### src/shared/fdd_pkg.sv
// Package with timing counts, phase codes and widths shared by both ends
package fdd_pkg;
   // ------------------------------------------------------------
   // Clock and timing
   // ------------------------------------------------------------
   localparam int CLK_HZ = 250_000_000;
   localparam int CLK_PERIOD_NS = 4;
   // Trim erase delay after write start, in microseconds
   localparam int TRIM_DELAY_US = 190;
   localparam int TRIM_DELAY_CYC = (TRIM_DELAY_US * (CLK_HZ / 1_000_000) + 0);
   // Trim erase hold after last write activity, in microseconds
   localparam int TRIM_HOLD_US = 550;
   localparam int TRIM_HOLD_CYC = TRIM_HOLD_US * (CLK_HZ / 1_000_000);
   // Index period in nanoseconds (166.667 ms) and pulse width (2.0 ms)
   localparam longint INDEX_PERIOD_NS = 166_667_000;
   localparam int INDEX_PERIOD_CYC = int'(INDEX_PERIOD_NS / CLK_PERIOD_NS);
   localparam int INDEX_WIDTH_US = 2000;
   localparam int INDEX_WIDTH_CYC = INDEX_WIDTH_US * (CLK_HZ / 1_000_000);
   // Host side step timing: pulse low 200 ns min, direction settle 100 us
   localparam int STEP_LOW_NS = 200;
   localparam int STEP_LOW_CYC = (STEP_LOW_NS + CLK_PERIOD_NS - 1) / CLK_PERIOD_NS;
   localparam int DIR_SETTLE_US = 100;
   localparam int DIR_SETTLE_CYC = DIR_SETTLE_US * (CLK_HZ / 1_000_000);
   // Host side write strobe lead and lag around flux pulses, 2 to 4 us
   localparam int GATE_LEAD_US = 3;
   localparam int GATE_LEAD_CYC = GATE_LEAD_US * (CLK_HZ / 1_000_000);
   // Host wait after write strobe release before stepping: 1 ms
   localparam int STEP_AFTER_WRITE_US = 1000;
   localparam int STEP_AFTER_WRITE_CYC = STEP_AFTER_WRITE_US * (CLK_HZ / 1_000_000);
   // Flux half-period for the all-zero pattern (250 kbit/s -> 4 us)
   localparam int ZERO_RATE_NS = 4000;
   localparam int ZERO_RATE_CYC = ZERO_RATE_NS / CLK_PERIOD_NS;
   localparam int FLUX_LOW_CYC = 25;
   // ------------------------------------------------------------
   // Widths and codes
   // ------------------------------------------------------------
   localparam int TIMER_W = 26;
   localparam int REG_ADDR_W = 2;
   localparam logic [1:0] PHASE_0 = 2'h0;
   localparam logic [1:0] PHASE_1 = 2'h1;
   localparam logic [1:0] PHASE_2 = 2'h3;
   localparam logic [1:0] PHASE_3 = 2'h2;
   // Host register offsets
   localparam logic [1:0] REG_CTRL = 2'h0;
   localparam logic [1:0] REG_CMD = 2'h1;
   localparam logic [1:0] REG_STATUS = 2'h2;
   localparam logic [1:0] REG_FLUX = 2'h3;
   // Control register bit positions
   localparam int CTRL_SELECT = 0;
   localparam int CTRL_SIDE1 = 1;
   localparam int CTRL_REDUCED = 2;
   // Command register bit positions
   localparam int CMD_STEP = 0;
   localparam int CMD_DIR_OUT = 1;
   localparam int CMD_WRITE = 2;
   localparam int CMD_STOP = 3;
   // Host sequencer states, Gray along the usual path
   typedef enum logic [2:0] {
      H_IDLE = 3'h0,
      H_DIR = 3'h1,
      H_STEP = 3'h3,
      H_HOLD = 3'h2,
      H_LEAD = 3'h6,
      H_WRITE = 3'h7,
      H_LAG = 3'h5,
      H_QUIET = 3'h4
   } host_state_type;
endpackage : fdd_pkg

### src/shared/fdd_if.sv
// Interface carrying the parallel drive cable between host and drive
interface fdd_if;
   logic select_n;
   logic dir_out;
   logic step_n;
   logic head_write_strobe_n;
   logic flux_pulse_input_n;
   logic reduced_current_n;
   logic side_select_n;
   logic index_n;
   logic write_protect_n;
   modport drive (
      input select_n, dir_out, step_n, head_write_strobe_n, flux_pulse_input_n,
      input reduced_current_n, side_select_n,
      output index_n, write_protect_n
   );
   modport host (
      output select_n, dir_out, step_n, head_write_strobe_n, flux_pulse_input_n,
      output reduced_current_n, side_select_n,
      input index_n, write_protect_n
   );
endinterface : fdd_if

### src/verilog/sync_fall.sv
// Two-flop synchroniser with falling and rising edge pulses decoded from sync_reg and last_reg
module sync_fall #(
   parameter logic RESET_VALUE = 1'b1
) (
   input wire logic clk,
   input wire logic rst,
   input wire logic async_in,
   output logic level,
   output logic fell,
   output logic rose
);
   logic meta_reg;
   logic sync_reg;
   logic last_reg;
   // Only sync_reg reads meta_reg
   always_ff @(posedge clk or posedge rst) begin
      if (rst) begin
         meta_reg <= RESET_VALUE;
         sync_reg <= RESET_VALUE;
         last_reg <= RESET_VALUE;
      end else begin
         meta_reg <= async_in;
         sync_reg <= meta_reg;
         last_reg <= sync_reg;
      end
   end
   assign level = sync_reg;
   assign fell = last_reg & ~sync_reg;
   assign rose = ~last_reg & sync_reg;
endmodule : sync_fall

### src/verilog/fdd_host.sv
// Host end: command registers driving step and write sequences on the cable
//
// The placing of the registers and strobed register access are this design's own decisions.
module fdd_host (
   input wire logic clk,
   input wire logic rst,
   fdd_if.host cable,
   input wire logic [1:0] reg_addr,
   input wire logic [7:0] reg_wdata,
   input wire logic reg_write,
   input wire logic reg_read,
   output logic [7:0] reg_rdata
);
   // ------------------------------------------------------------
   // Pin synchronisers
   // ------------------------------------------------------------
   logic idx_fell;
   logic wp_n_s;
   sync_fall #(.RESET_VALUE(1'b1)) u_idx (.clk(clk), .rst(rst), .async_in(cable.index_n),
      .level(), .fell(idx_fell), .rose());
   sync_fall #(.RESET_VALUE(1'b1)) u_wp (.clk(clk), .rst(rst),
      .async_in(cable.write_protect_n), .level(wp_n_s), .fell(), .rose());
   // ------------------------------------------------------------
   // Registers
   // ------------------------------------------------------------
   logic [2:0] ctrl_reg;
   logic [7:0] flux_count_reg;
   logic [7:0] rdata_reg;
   logic index_seen_reg;
   logic [3:0] cmd_reg;
   logic cmd_pend_reg;
   fdd_pkg::host_state_type state_reg;
   fdd_pkg::host_state_type state_next;
   logic [fdd_pkg::TIMER_W-1:0] cnt_reg;
   logic busy;
   logic wr_ctrl;
   logic wr_cmd;
   logic wr_flux;
   logic [7:0] rd_mux;
   assign busy = (state_reg != fdd_pkg::H_IDLE) | cmd_pend_reg;
   assign wr_ctrl = reg_write & (reg_addr == fdd_pkg::REG_CTRL);
   assign wr_cmd = reg_write & (reg_addr == fdd_pkg::REG_CMD) & ~busy;
   assign wr_flux = reg_write & (reg_addr == fdd_pkg::REG_FLUX) & ~busy;
   assign rd_mux = (reg_addr == fdd_pkg::REG_CTRL) ? {5'h00, ctrl_reg} :
                   (reg_addr == fdd_pkg::REG_STATUS) ?
                      {5'h00, ~wp_n_s, index_seen_reg, busy} :
                   (reg_addr == fdd_pkg::REG_FLUX) ? flux_count_reg : 8'h00;
   // Register writes, index flag (set wins over read-clear) and read data
   always_ff @(posedge clk or posedge rst) begin
      if (rst) begin
         ctrl_reg <= 3'h0;
         rdata_reg <= 8'h00;
         index_seen_reg <= 1'b0;
      end else begin
         if (wr_ctrl & ~(state_reg == fdd_pkg::H_WRITE)) begin
            ctrl_reg <= reg_wdata[2:0];
         end
         rdata_reg <= reg_read ? rd_mux : 8'h00;
         if (idx_fell) begin
            index_seen_reg <= 1'b1;
         end else if (reg_read & (reg_addr == fdd_pkg::REG_STATUS)) begin
            index_seen_reg <= 1'b0;
         end
      end
   end
   // ------------------------------------------------------------
   // Sequencer
   // ------------------------------------------------------------
   logic cnt_zero;
   logic [fdd_pkg::TIMER_W-1:0] cnt_load;
   logic load;
   assign cnt_zero = (cnt_reg == '0);
   always_comb begin
      state_next = state_reg;
      load = 1'b0;
      cnt_load = '0;
      unique case (state_reg)
         fdd_pkg::H_IDLE: begin
            if (cmd_pend_reg & cmd_reg[fdd_pkg::CMD_STEP]) begin
               state_next = fdd_pkg::H_DIR;
               load = 1'b1;
               cnt_load = fdd_pkg::TIMER_W'(fdd_pkg::DIR_SETTLE_CYC);
            end else if (cmd_pend_reg & cmd_reg[fdd_pkg::CMD_WRITE]) begin
               state_next = fdd_pkg::H_LEAD;
               load = 1'b1;
               cnt_load = fdd_pkg::TIMER_W'(fdd_pkg::GATE_LEAD_CYC);
            end
         end
         fdd_pkg::H_DIR: if (cnt_zero) begin
            state_next = fdd_pkg::H_STEP;
            load = 1'b1;
            cnt_load = fdd_pkg::TIMER_W'(fdd_pkg::STEP_LOW_CYC);
         end
         fdd_pkg::H_STEP: if (cnt_zero) begin
            state_next = fdd_pkg::H_HOLD;
            load = 1'b1;
            cnt_load = fdd_pkg::TIMER_W'(fdd_pkg::DIR_SETTLE_CYC);
         end
         fdd_pkg::H_HOLD: if (cnt_zero) state_next = fdd_pkg::H_IDLE;
         fdd_pkg::H_LEAD: if (cnt_zero) begin
            state_next = fdd_pkg::H_WRITE;
            load = 1'b1;
            cnt_load = fdd_pkg::TIMER_W'(fdd_pkg::ZERO_RATE_CYC);
         end
         fdd_pkg::H_WRITE: if (cnt_zero) begin
            load = 1'b1;
            if (flux_count_reg == 8'h00) begin
               state_next = fdd_pkg::H_LAG;
               cnt_load = fdd_pkg::TIMER_W'(fdd_pkg::GATE_LEAD_CYC);
            end else begin
               cnt_load = fdd_pkg::TIMER_W'(fdd_pkg::ZERO_RATE_CYC);
            end
         end
         fdd_pkg::H_LAG: if (cnt_zero) begin
            state_next = fdd_pkg::H_QUIET;
            load = 1'b1;
            cnt_load = fdd_pkg::TIMER_W'(fdd_pkg::STEP_AFTER_WRITE_CYC);
         end
         fdd_pkg::H_QUIET: if (cnt_zero) state_next = fdd_pkg::H_IDLE;
      endcase
   end
   logic step_n_reg;
   logic gate_n_reg;
   logic flux_n_reg;
   always_ff @(posedge clk or posedge rst) begin
      if (rst) begin
         state_reg <= fdd_pkg::H_IDLE;
         cnt_reg <= '0;
         cmd_reg <= 4'h0;
         cmd_pend_reg <= 1'b0;
         flux_count_reg <= 8'h00;
         step_n_reg <= 1'b1;
         gate_n_reg <= 1'b1;
         flux_n_reg <= 1'b1;
      end else begin
         state_reg <= state_next;
         cnt_reg <= load ? cnt_load : (cnt_zero ? cnt_reg : cnt_reg - 1'b1);
         if (wr_cmd) begin
            cmd_reg <= reg_wdata[3:0];
            cmd_pend_reg <= 1'b1;
         end else if (state_reg == fdd_pkg::H_IDLE) begin
            cmd_pend_reg <= 1'b0;
         end
         if (wr_flux) begin
            flux_count_reg <= reg_wdata;
         end else if (state_reg == fdd_pkg::H_WRITE & cnt_zero & flux_count_reg != 8'h00) begin
            flux_count_reg <= flux_count_reg - 8'h01;
         end
         step_n_reg <= ~(state_next == fdd_pkg::H_STEP);
         gate_n_reg <= ~((state_next == fdd_pkg::H_LEAD) | (state_next == fdd_pkg::H_WRITE)
                        | (state_next == fdd_pkg::H_LAG));
         flux_n_reg <= ~((state_reg == fdd_pkg::H_WRITE) &
                         (cnt_reg > fdd_pkg::TIMER_W'(fdd_pkg::ZERO_RATE_CYC -
                          fdd_pkg::FLUX_LOW_CYC)));
      end
   end
   logic dir_reg;
   always_ff @(posedge clk or posedge rst) begin
      if (rst) begin
         dir_reg <= 1'b1;
      end else if (state_reg == fdd_pkg::H_IDLE & cmd_pend_reg) begin
         dir_reg <= cmd_reg[fdd_pkg::CMD_DIR_OUT];
      end
   end
   assign cable.select_n = ~ctrl_reg[fdd_pkg::CTRL_SELECT];
   assign cable.side_select_n = ~ctrl_reg[fdd_pkg::CTRL_SIDE1];
   assign cable.reduced_current_n = ~ctrl_reg[fdd_pkg::CTRL_REDUCED];
   assign cable.dir_out = dir_reg;
   assign cable.step_n = step_n_reg;
   assign cable.head_write_strobe_n = gate_n_reg;
   assign cable.flux_pulse_input_n = flux_n_reg;
   assign reg_rdata = rdata_reg;
endmodule : fdd_host

### src/flat_wrapper.sv
// flat-port wrapper written by rule: the top's interface ports become plain ports
module fdd_host_flat 
  (clk, rst, reg_addr, reg_wdata, reg_write, reg_read, reg_rdata, cable_select_n, cable_dir_out, cable_step_n, cable_head_write_strobe_n, cable_flux_pulse_input_n, cable_reduced_current_n, cable_side_select_n, cable_index_n, cable_write_protect_n);
  fdd_if cable_i ();
  input wire logic clk;
  input wire logic rst;
  input wire logic [1:0] reg_addr;
  input wire logic [7:0] reg_wdata;
  input wire logic reg_write;
  input wire logic reg_read;
  output logic [7:0] reg_rdata;
  output wire logic [$bits(cable_i.select_n)-1:0] cable_select_n;
  output wire logic [$bits(cable_i.dir_out)-1:0] cable_dir_out;
  output wire logic [$bits(cable_i.step_n)-1:0] cable_step_n;
  output wire logic [$bits(cable_i.head_write_strobe_n)-1:0] cable_head_write_strobe_n;
  output wire logic [$bits(cable_i.flux_pulse_input_n)-1:0] cable_flux_pulse_input_n;
  output wire logic [$bits(cable_i.reduced_current_n)-1:0] cable_reduced_current_n;
  output wire logic [$bits(cable_i.side_select_n)-1:0] cable_side_select_n;
  input wire logic [$bits(cable_i.index_n)-1:0] cable_index_n;
  input wire logic [$bits(cable_i.write_protect_n)-1:0] cable_write_protect_n;
  assign cable_select_n = cable_i.select_n;
  assign cable_dir_out = cable_i.dir_out;
  assign cable_step_n = cable_i.step_n;
  assign cable_head_write_strobe_n = cable_i.head_write_strobe_n;
  assign cable_flux_pulse_input_n = cable_i.flux_pulse_input_n;
  assign cable_reduced_current_n = cable_i.reduced_current_n;
  assign cable_side_select_n = cable_i.side_select_n;
  assign cable_i.index_n = cable_index_n;
  assign cable_i.write_protect_n = cable_write_protect_n;
  fdd_host u_core (.clk(clk), .rst(rst), .cable(cable_i), .reg_addr(reg_addr), .reg_wdata(reg_wdata), .reg_write(reg_write), .reg_read(reg_read), .reg_rdata(reg_rdata));
endmodule
### config.mk
export PLATFORM = sky130hd
export DESIGN_NAME = fdd_host_flat
export DESIGN_NICKNAME = d
export VERILOG_FILES = /design/src/shared/fdd_pkg.sv /design/src/shared/fdd_if.sv /design/src/verilog/sync_fall.sv /design/src/verilog/fdd_host.sv /design/src/flat_wrapper.sv
export SDC_FILE = /design/constraint.sdc
export NUM_CORES = 1
export LEC_CHECK = 0
export BUFFER_PORTS_ARGS = -buffer_cell sky130_fd_sc_hd__buf_2
export CAP_MARGIN = 20
export CORE_MARGIN = 2
export CORE_UTILIZATION = 53
export CTS_CLUSTER_SIZE = 20
export DETAILED_ROUTE_END_ITERATION = 12
export GPL_TIMING_DRIVEN = 0
export HOLD_SLACK_MARGIN = 0.06
export PLACE_DENSITY = 0.75
export SYNTH_ARGS = -nofsm -noshare
export SYNTH_HDL_FRONTEND = slang
export SYNTH_SLANG_ARGS = --single-unit
### constraint.sdc
create_clock -name clk -period 2.1 [get_ports clk]
set_clock_uncertainty 0.2 [all_clocks]
set_input_delay 0.105 -clock clk [delete_from_list [all_inputs] [get_ports clk]]
set_output_delay 0.105 -clock clk [all_outputs]
set_load 0.03 [all_outputs]
==> impl_metrics.json <==
{
  "p_switching_mw": 2.79,
  "synthToLayoutAreaGrowth_pct": 42.3,
  "drv_slew": 0,
  "hold_violations": 0,
  "ctsRootBufferMaster": "clkbuf_8",
  "seq_area_frac_synth_pct": 46.7,
  "first_pass_iters": 6,
  "critPathArrivalTime_ns": 2.34,
  "yosys_warnings": 0,
  "maxSlewHeadroom_pct": 58.2,
  "drive_above_1_share_pct": 43.8,
  "grt_pass1_vias": 2999,
  "grtUsageTotal_pct": 27.2,
  "fin_crit_sh_pct": 110,
  "nets": 435,
  "synth_edf_count": 0,
  "cpPeakStageDelay_ns": 0.43,
  "crit_fanout": 7,
  "synthCells": 325,
  "ir_worst_vdd_v": 0.000810,
  "gp_congestion": 0.906,
  "antenna_found_initial": 0,
  "clk_latency_ns": 0.36,
  "p_per_area_nw_per_um2": 1390,
  "syn-num-nets": 343,
  "worstPathCellList": "nor4_4 -> nand4_4 -> or2_1 -> buf_6 -> o41ai_2 -> a31oi_1",
  "cts_sinks": 62,
  "synthDominantCellAreaShare_pct": 39.7,
  "ant_nets": 0,
  "cts_tree": "built",
  "synthTopCellsByArea": "dfrtp_1 (40%), dfstp_2 (7.1%), xor2_1 (4.7%)",
  "seq_power_share_pct": 33.9,
  "clock_path_buffers": 2,
  "slowest_stage": "dfrtp_1",
  "violations": "setup timing",
  "async_flop_share_pct": 100,
  "grt_max_degree": 44,
  "drc": 0,
  "n_fill_cell": 335,
  "grt.overflow.total": 0,
  "max_cap_viol_count": 0,
  "drtIter0Drc": 372,
  "rsz0062_at_grt": "true",
  "p_int_mw": 3.80,
  "start_util_pct": 55.5,
  "end_kind": "flop",
  "fin_crit_ns": 2.32,
  "dp_hpwl_um": 5210,
  "p_clk_share_pct": 19.0,
  "tightest_slew_ns": 0.626,
  "cp_data_required_time_ns": 2.12,
  "dpl_cell_area_um2": 3680,
  "synth.distinct_cells": 63,
  "avgSynthCellArea_um2": 10.3,
  "clk_pin_slew_worst_paths_ns": 0.07,
  "combPwrFrac_pct": 47.1,
  "num_rows": 28,
  "synth_area_leader_cell": "dfrtp_1",
  "setup_slack_ns": -0.217,
  "reg2reg_depth": 6,
  "via_count": 3213,
  "grt_pass1_wl_um": 14900,
  "p_leak_nw": 2.06,
  "worstSetupPathType": "flop to flop",
  "dieHeight_um": 83.4,
  "io_buffer_count": 30,
  "final.setup.tns_ns": -3.56,
  "fmax_mhz": 432,
  "status": "finished, violations left",
  "syn_area_um2": 3340,
  "setup_viol": 37,
  "hold_class": "primary input to flop",
  "netSwitchingFraction_pct": 42.3,
  "power_mw": 6.59,
  "cts_made_buffers": 9,
  "num_antenna_cells": 0,
  "io_pins": 31,
  "design_area_um2": 4760,
  "die_area_um2": 6960,
  "htreeDepth": 3,
  "wire_per_inst_um": 20.7,
  "fin_util_pct": 79.0,
  "fp.coreArea_um2": 6030,
  "hold_path_depth": 3,
  "largest_reg_flops": 26,
  "start_kind": "flop",
  "ys_ff_latch": 62,
  "drt-total-wl_um": 10300,
  "synth_ff_type": "dfrtp_1",
  "routed_via_density": 6.46,
  "die_w_um": 83.4
}
-- cell usage after synthesis (3+ instances only) --
cell / n
o2111ai_1: 4
nand4_1: 11
or2_2: 4
dfstp_2: 9
xor2_1: 18
nor4_4: 6
o221ai_1: 3
a31oi_1: 4
o21ai_0: 10
o31ai_1: 4
dfrtp_1: 53
nor3_1: 11
nor2_1: 33
nand2_1: 23
o41ai_1: 3
a21oi_1: 4
and2_1: 7
mux2i_1: 4
nand2b_1: 4
mux2_2: 7
nor4_1: 6
o211ai_1: 5
clkbuf_1: 11
xnor2_1: 5
a21o_1: 3
nor2b_1: 5
o32ai_1: 3
nand3_1: 8
inv_1: 11
-- power by group through the flow --
stage | logic (mW) | registers [mW] | clock network [mW]
after floorplan | 1.60 | 2.16 | 0
after global placement | 2.01 | 2.15 | 0
after detailed placement | 2.06 | 2.17 | 0
after CTS | 2.62 | 2.17 | 1.25
after global routing | 3.30 | 2.28 | 1.30
final | 3.11 | 2.24 | 1.25
-- path summary, 6_finish.rpt --
check / startpoint / endpoint / slack [ns]
worst min-delay path: reg_write / u_core.cmd_pend_reg / 0.08
max in group asynchronous: rst / u_core.cable.flux_pulse_input_n / 0.95
worst max-delay path: u_core.cnt_reg[14] / u_core.flux_count_reg[7] / -0.22
worst min register to register: u_core.u_wp.meta_reg / u_core.u_wp.level / 0.16
min in group asynchronous: rst / u_core.ctrl_reg[0] / 0.10
worst max register to register: u_core.cnt_reg[14] / u_core.flux_count_reg[7] / -0.22
-- cells in the final DEF, fill, tap and decap left out, drive strengths merged, types with 3 or more instances in the layout --
cell	synthesis	final
dlygate4sd3	0	14
xnor2	5	5
a21oi	4	4
mux2	8	8
nor2	34	34
o41ai	3	3
inv	11	11
dfrtp	53	53
xor2	18	18
o221ai	3	3
a31oi	4	4
o32ai	3	3
a21o	3	3
nand2b	4	4
mux2i	4	4
o2111ai	4	4
nand4	12	12
nor2b	5	5
clkbuf	11	19
nand2	23	23
nor3	11	11
o31ai	5	5
or2	5	5
and2	8	8
buf	5	77
o211ai	5	5
o21ai	11	11
nand3	9	9
dfstp	9	9
or4	3	3
nor4	13	13
-- worst max-delay path, delay by kind of cell (launching register included) --
kind / cells / cell delay (ns)
simple gates: 3 / 0.87
compound gates: 2 / 0.51
flops: 1 / 0.43
buf+inv: 1 / 0.16
-- final cells by class --
class / instances / area, um2 / share of cell area [%]
Sequential cell: 62 / 1570 / 33.0
Buffer: 14 / 123 / 2.58
Tap cell: 75 / 93.8 / 1.97
Clock buffer: 13 / 169 / 3.55
Multi-Input combinational cell: 236 / 2050 / 43.0
Clock inverter: 3 / 65.1 / 1.37
Inverter: 11 / 41.3 / 0.867
Timing Repair Buffer: 83 / 647 / 13.6
-- timing repair --
action	in CTS	in global routing
gates resized for setup	53	34
hold buffers	14	0
setup buffers	27	10
endpoints found under the hold margin	78	0
cloned	1	0
endpoints found under the setup margin	41	42
pin swaps	22	31
-- cells by family (layout without fill, tap and decap cells) --
| group | count (synthesis) | after routing | share of synthesized area, % |
|---|---|---|---|
| and+or+nand+nor | 142 | 142 | 26.5 |
| DFF | 62 | 62 | 46.7 |
| AOI/OAI and AO/OA | 57 | 57 | 12.5 |
| buffers and inverters | 27 | 124 | 3.55 |
| xor gates and xnor gates | 23 | 23 | 6.02 |
| muxes | 12 | 12 | 4.00 |
| adders and majority gates | 2 | 2 | 0.748 |
-- per-stage QoR --
stage	std cells	hold slack [ns]	setup WS, ns
floorplan	325	-0.0905	-0.0590
global placement	430	0.0107	-0.709
detailed placement	431	-0.0684	-0.373
CTS	487	0.0652	-0.149
global route	497	0.100	-0.251
finish	497	0.0816	-0.217
-- routing by layer --
layer	GRT usage (%)	wire, um	share of wire (%)	up-vias
li1	-	-	-	1381
met1	36.1	4080	40	1592
met2	43.5	5030	49	187
met3	5.67	749	7.3	53
met4	11.3	437	4.2	0
met5	0	0	0	-
(Power assumes the default switching activity.)
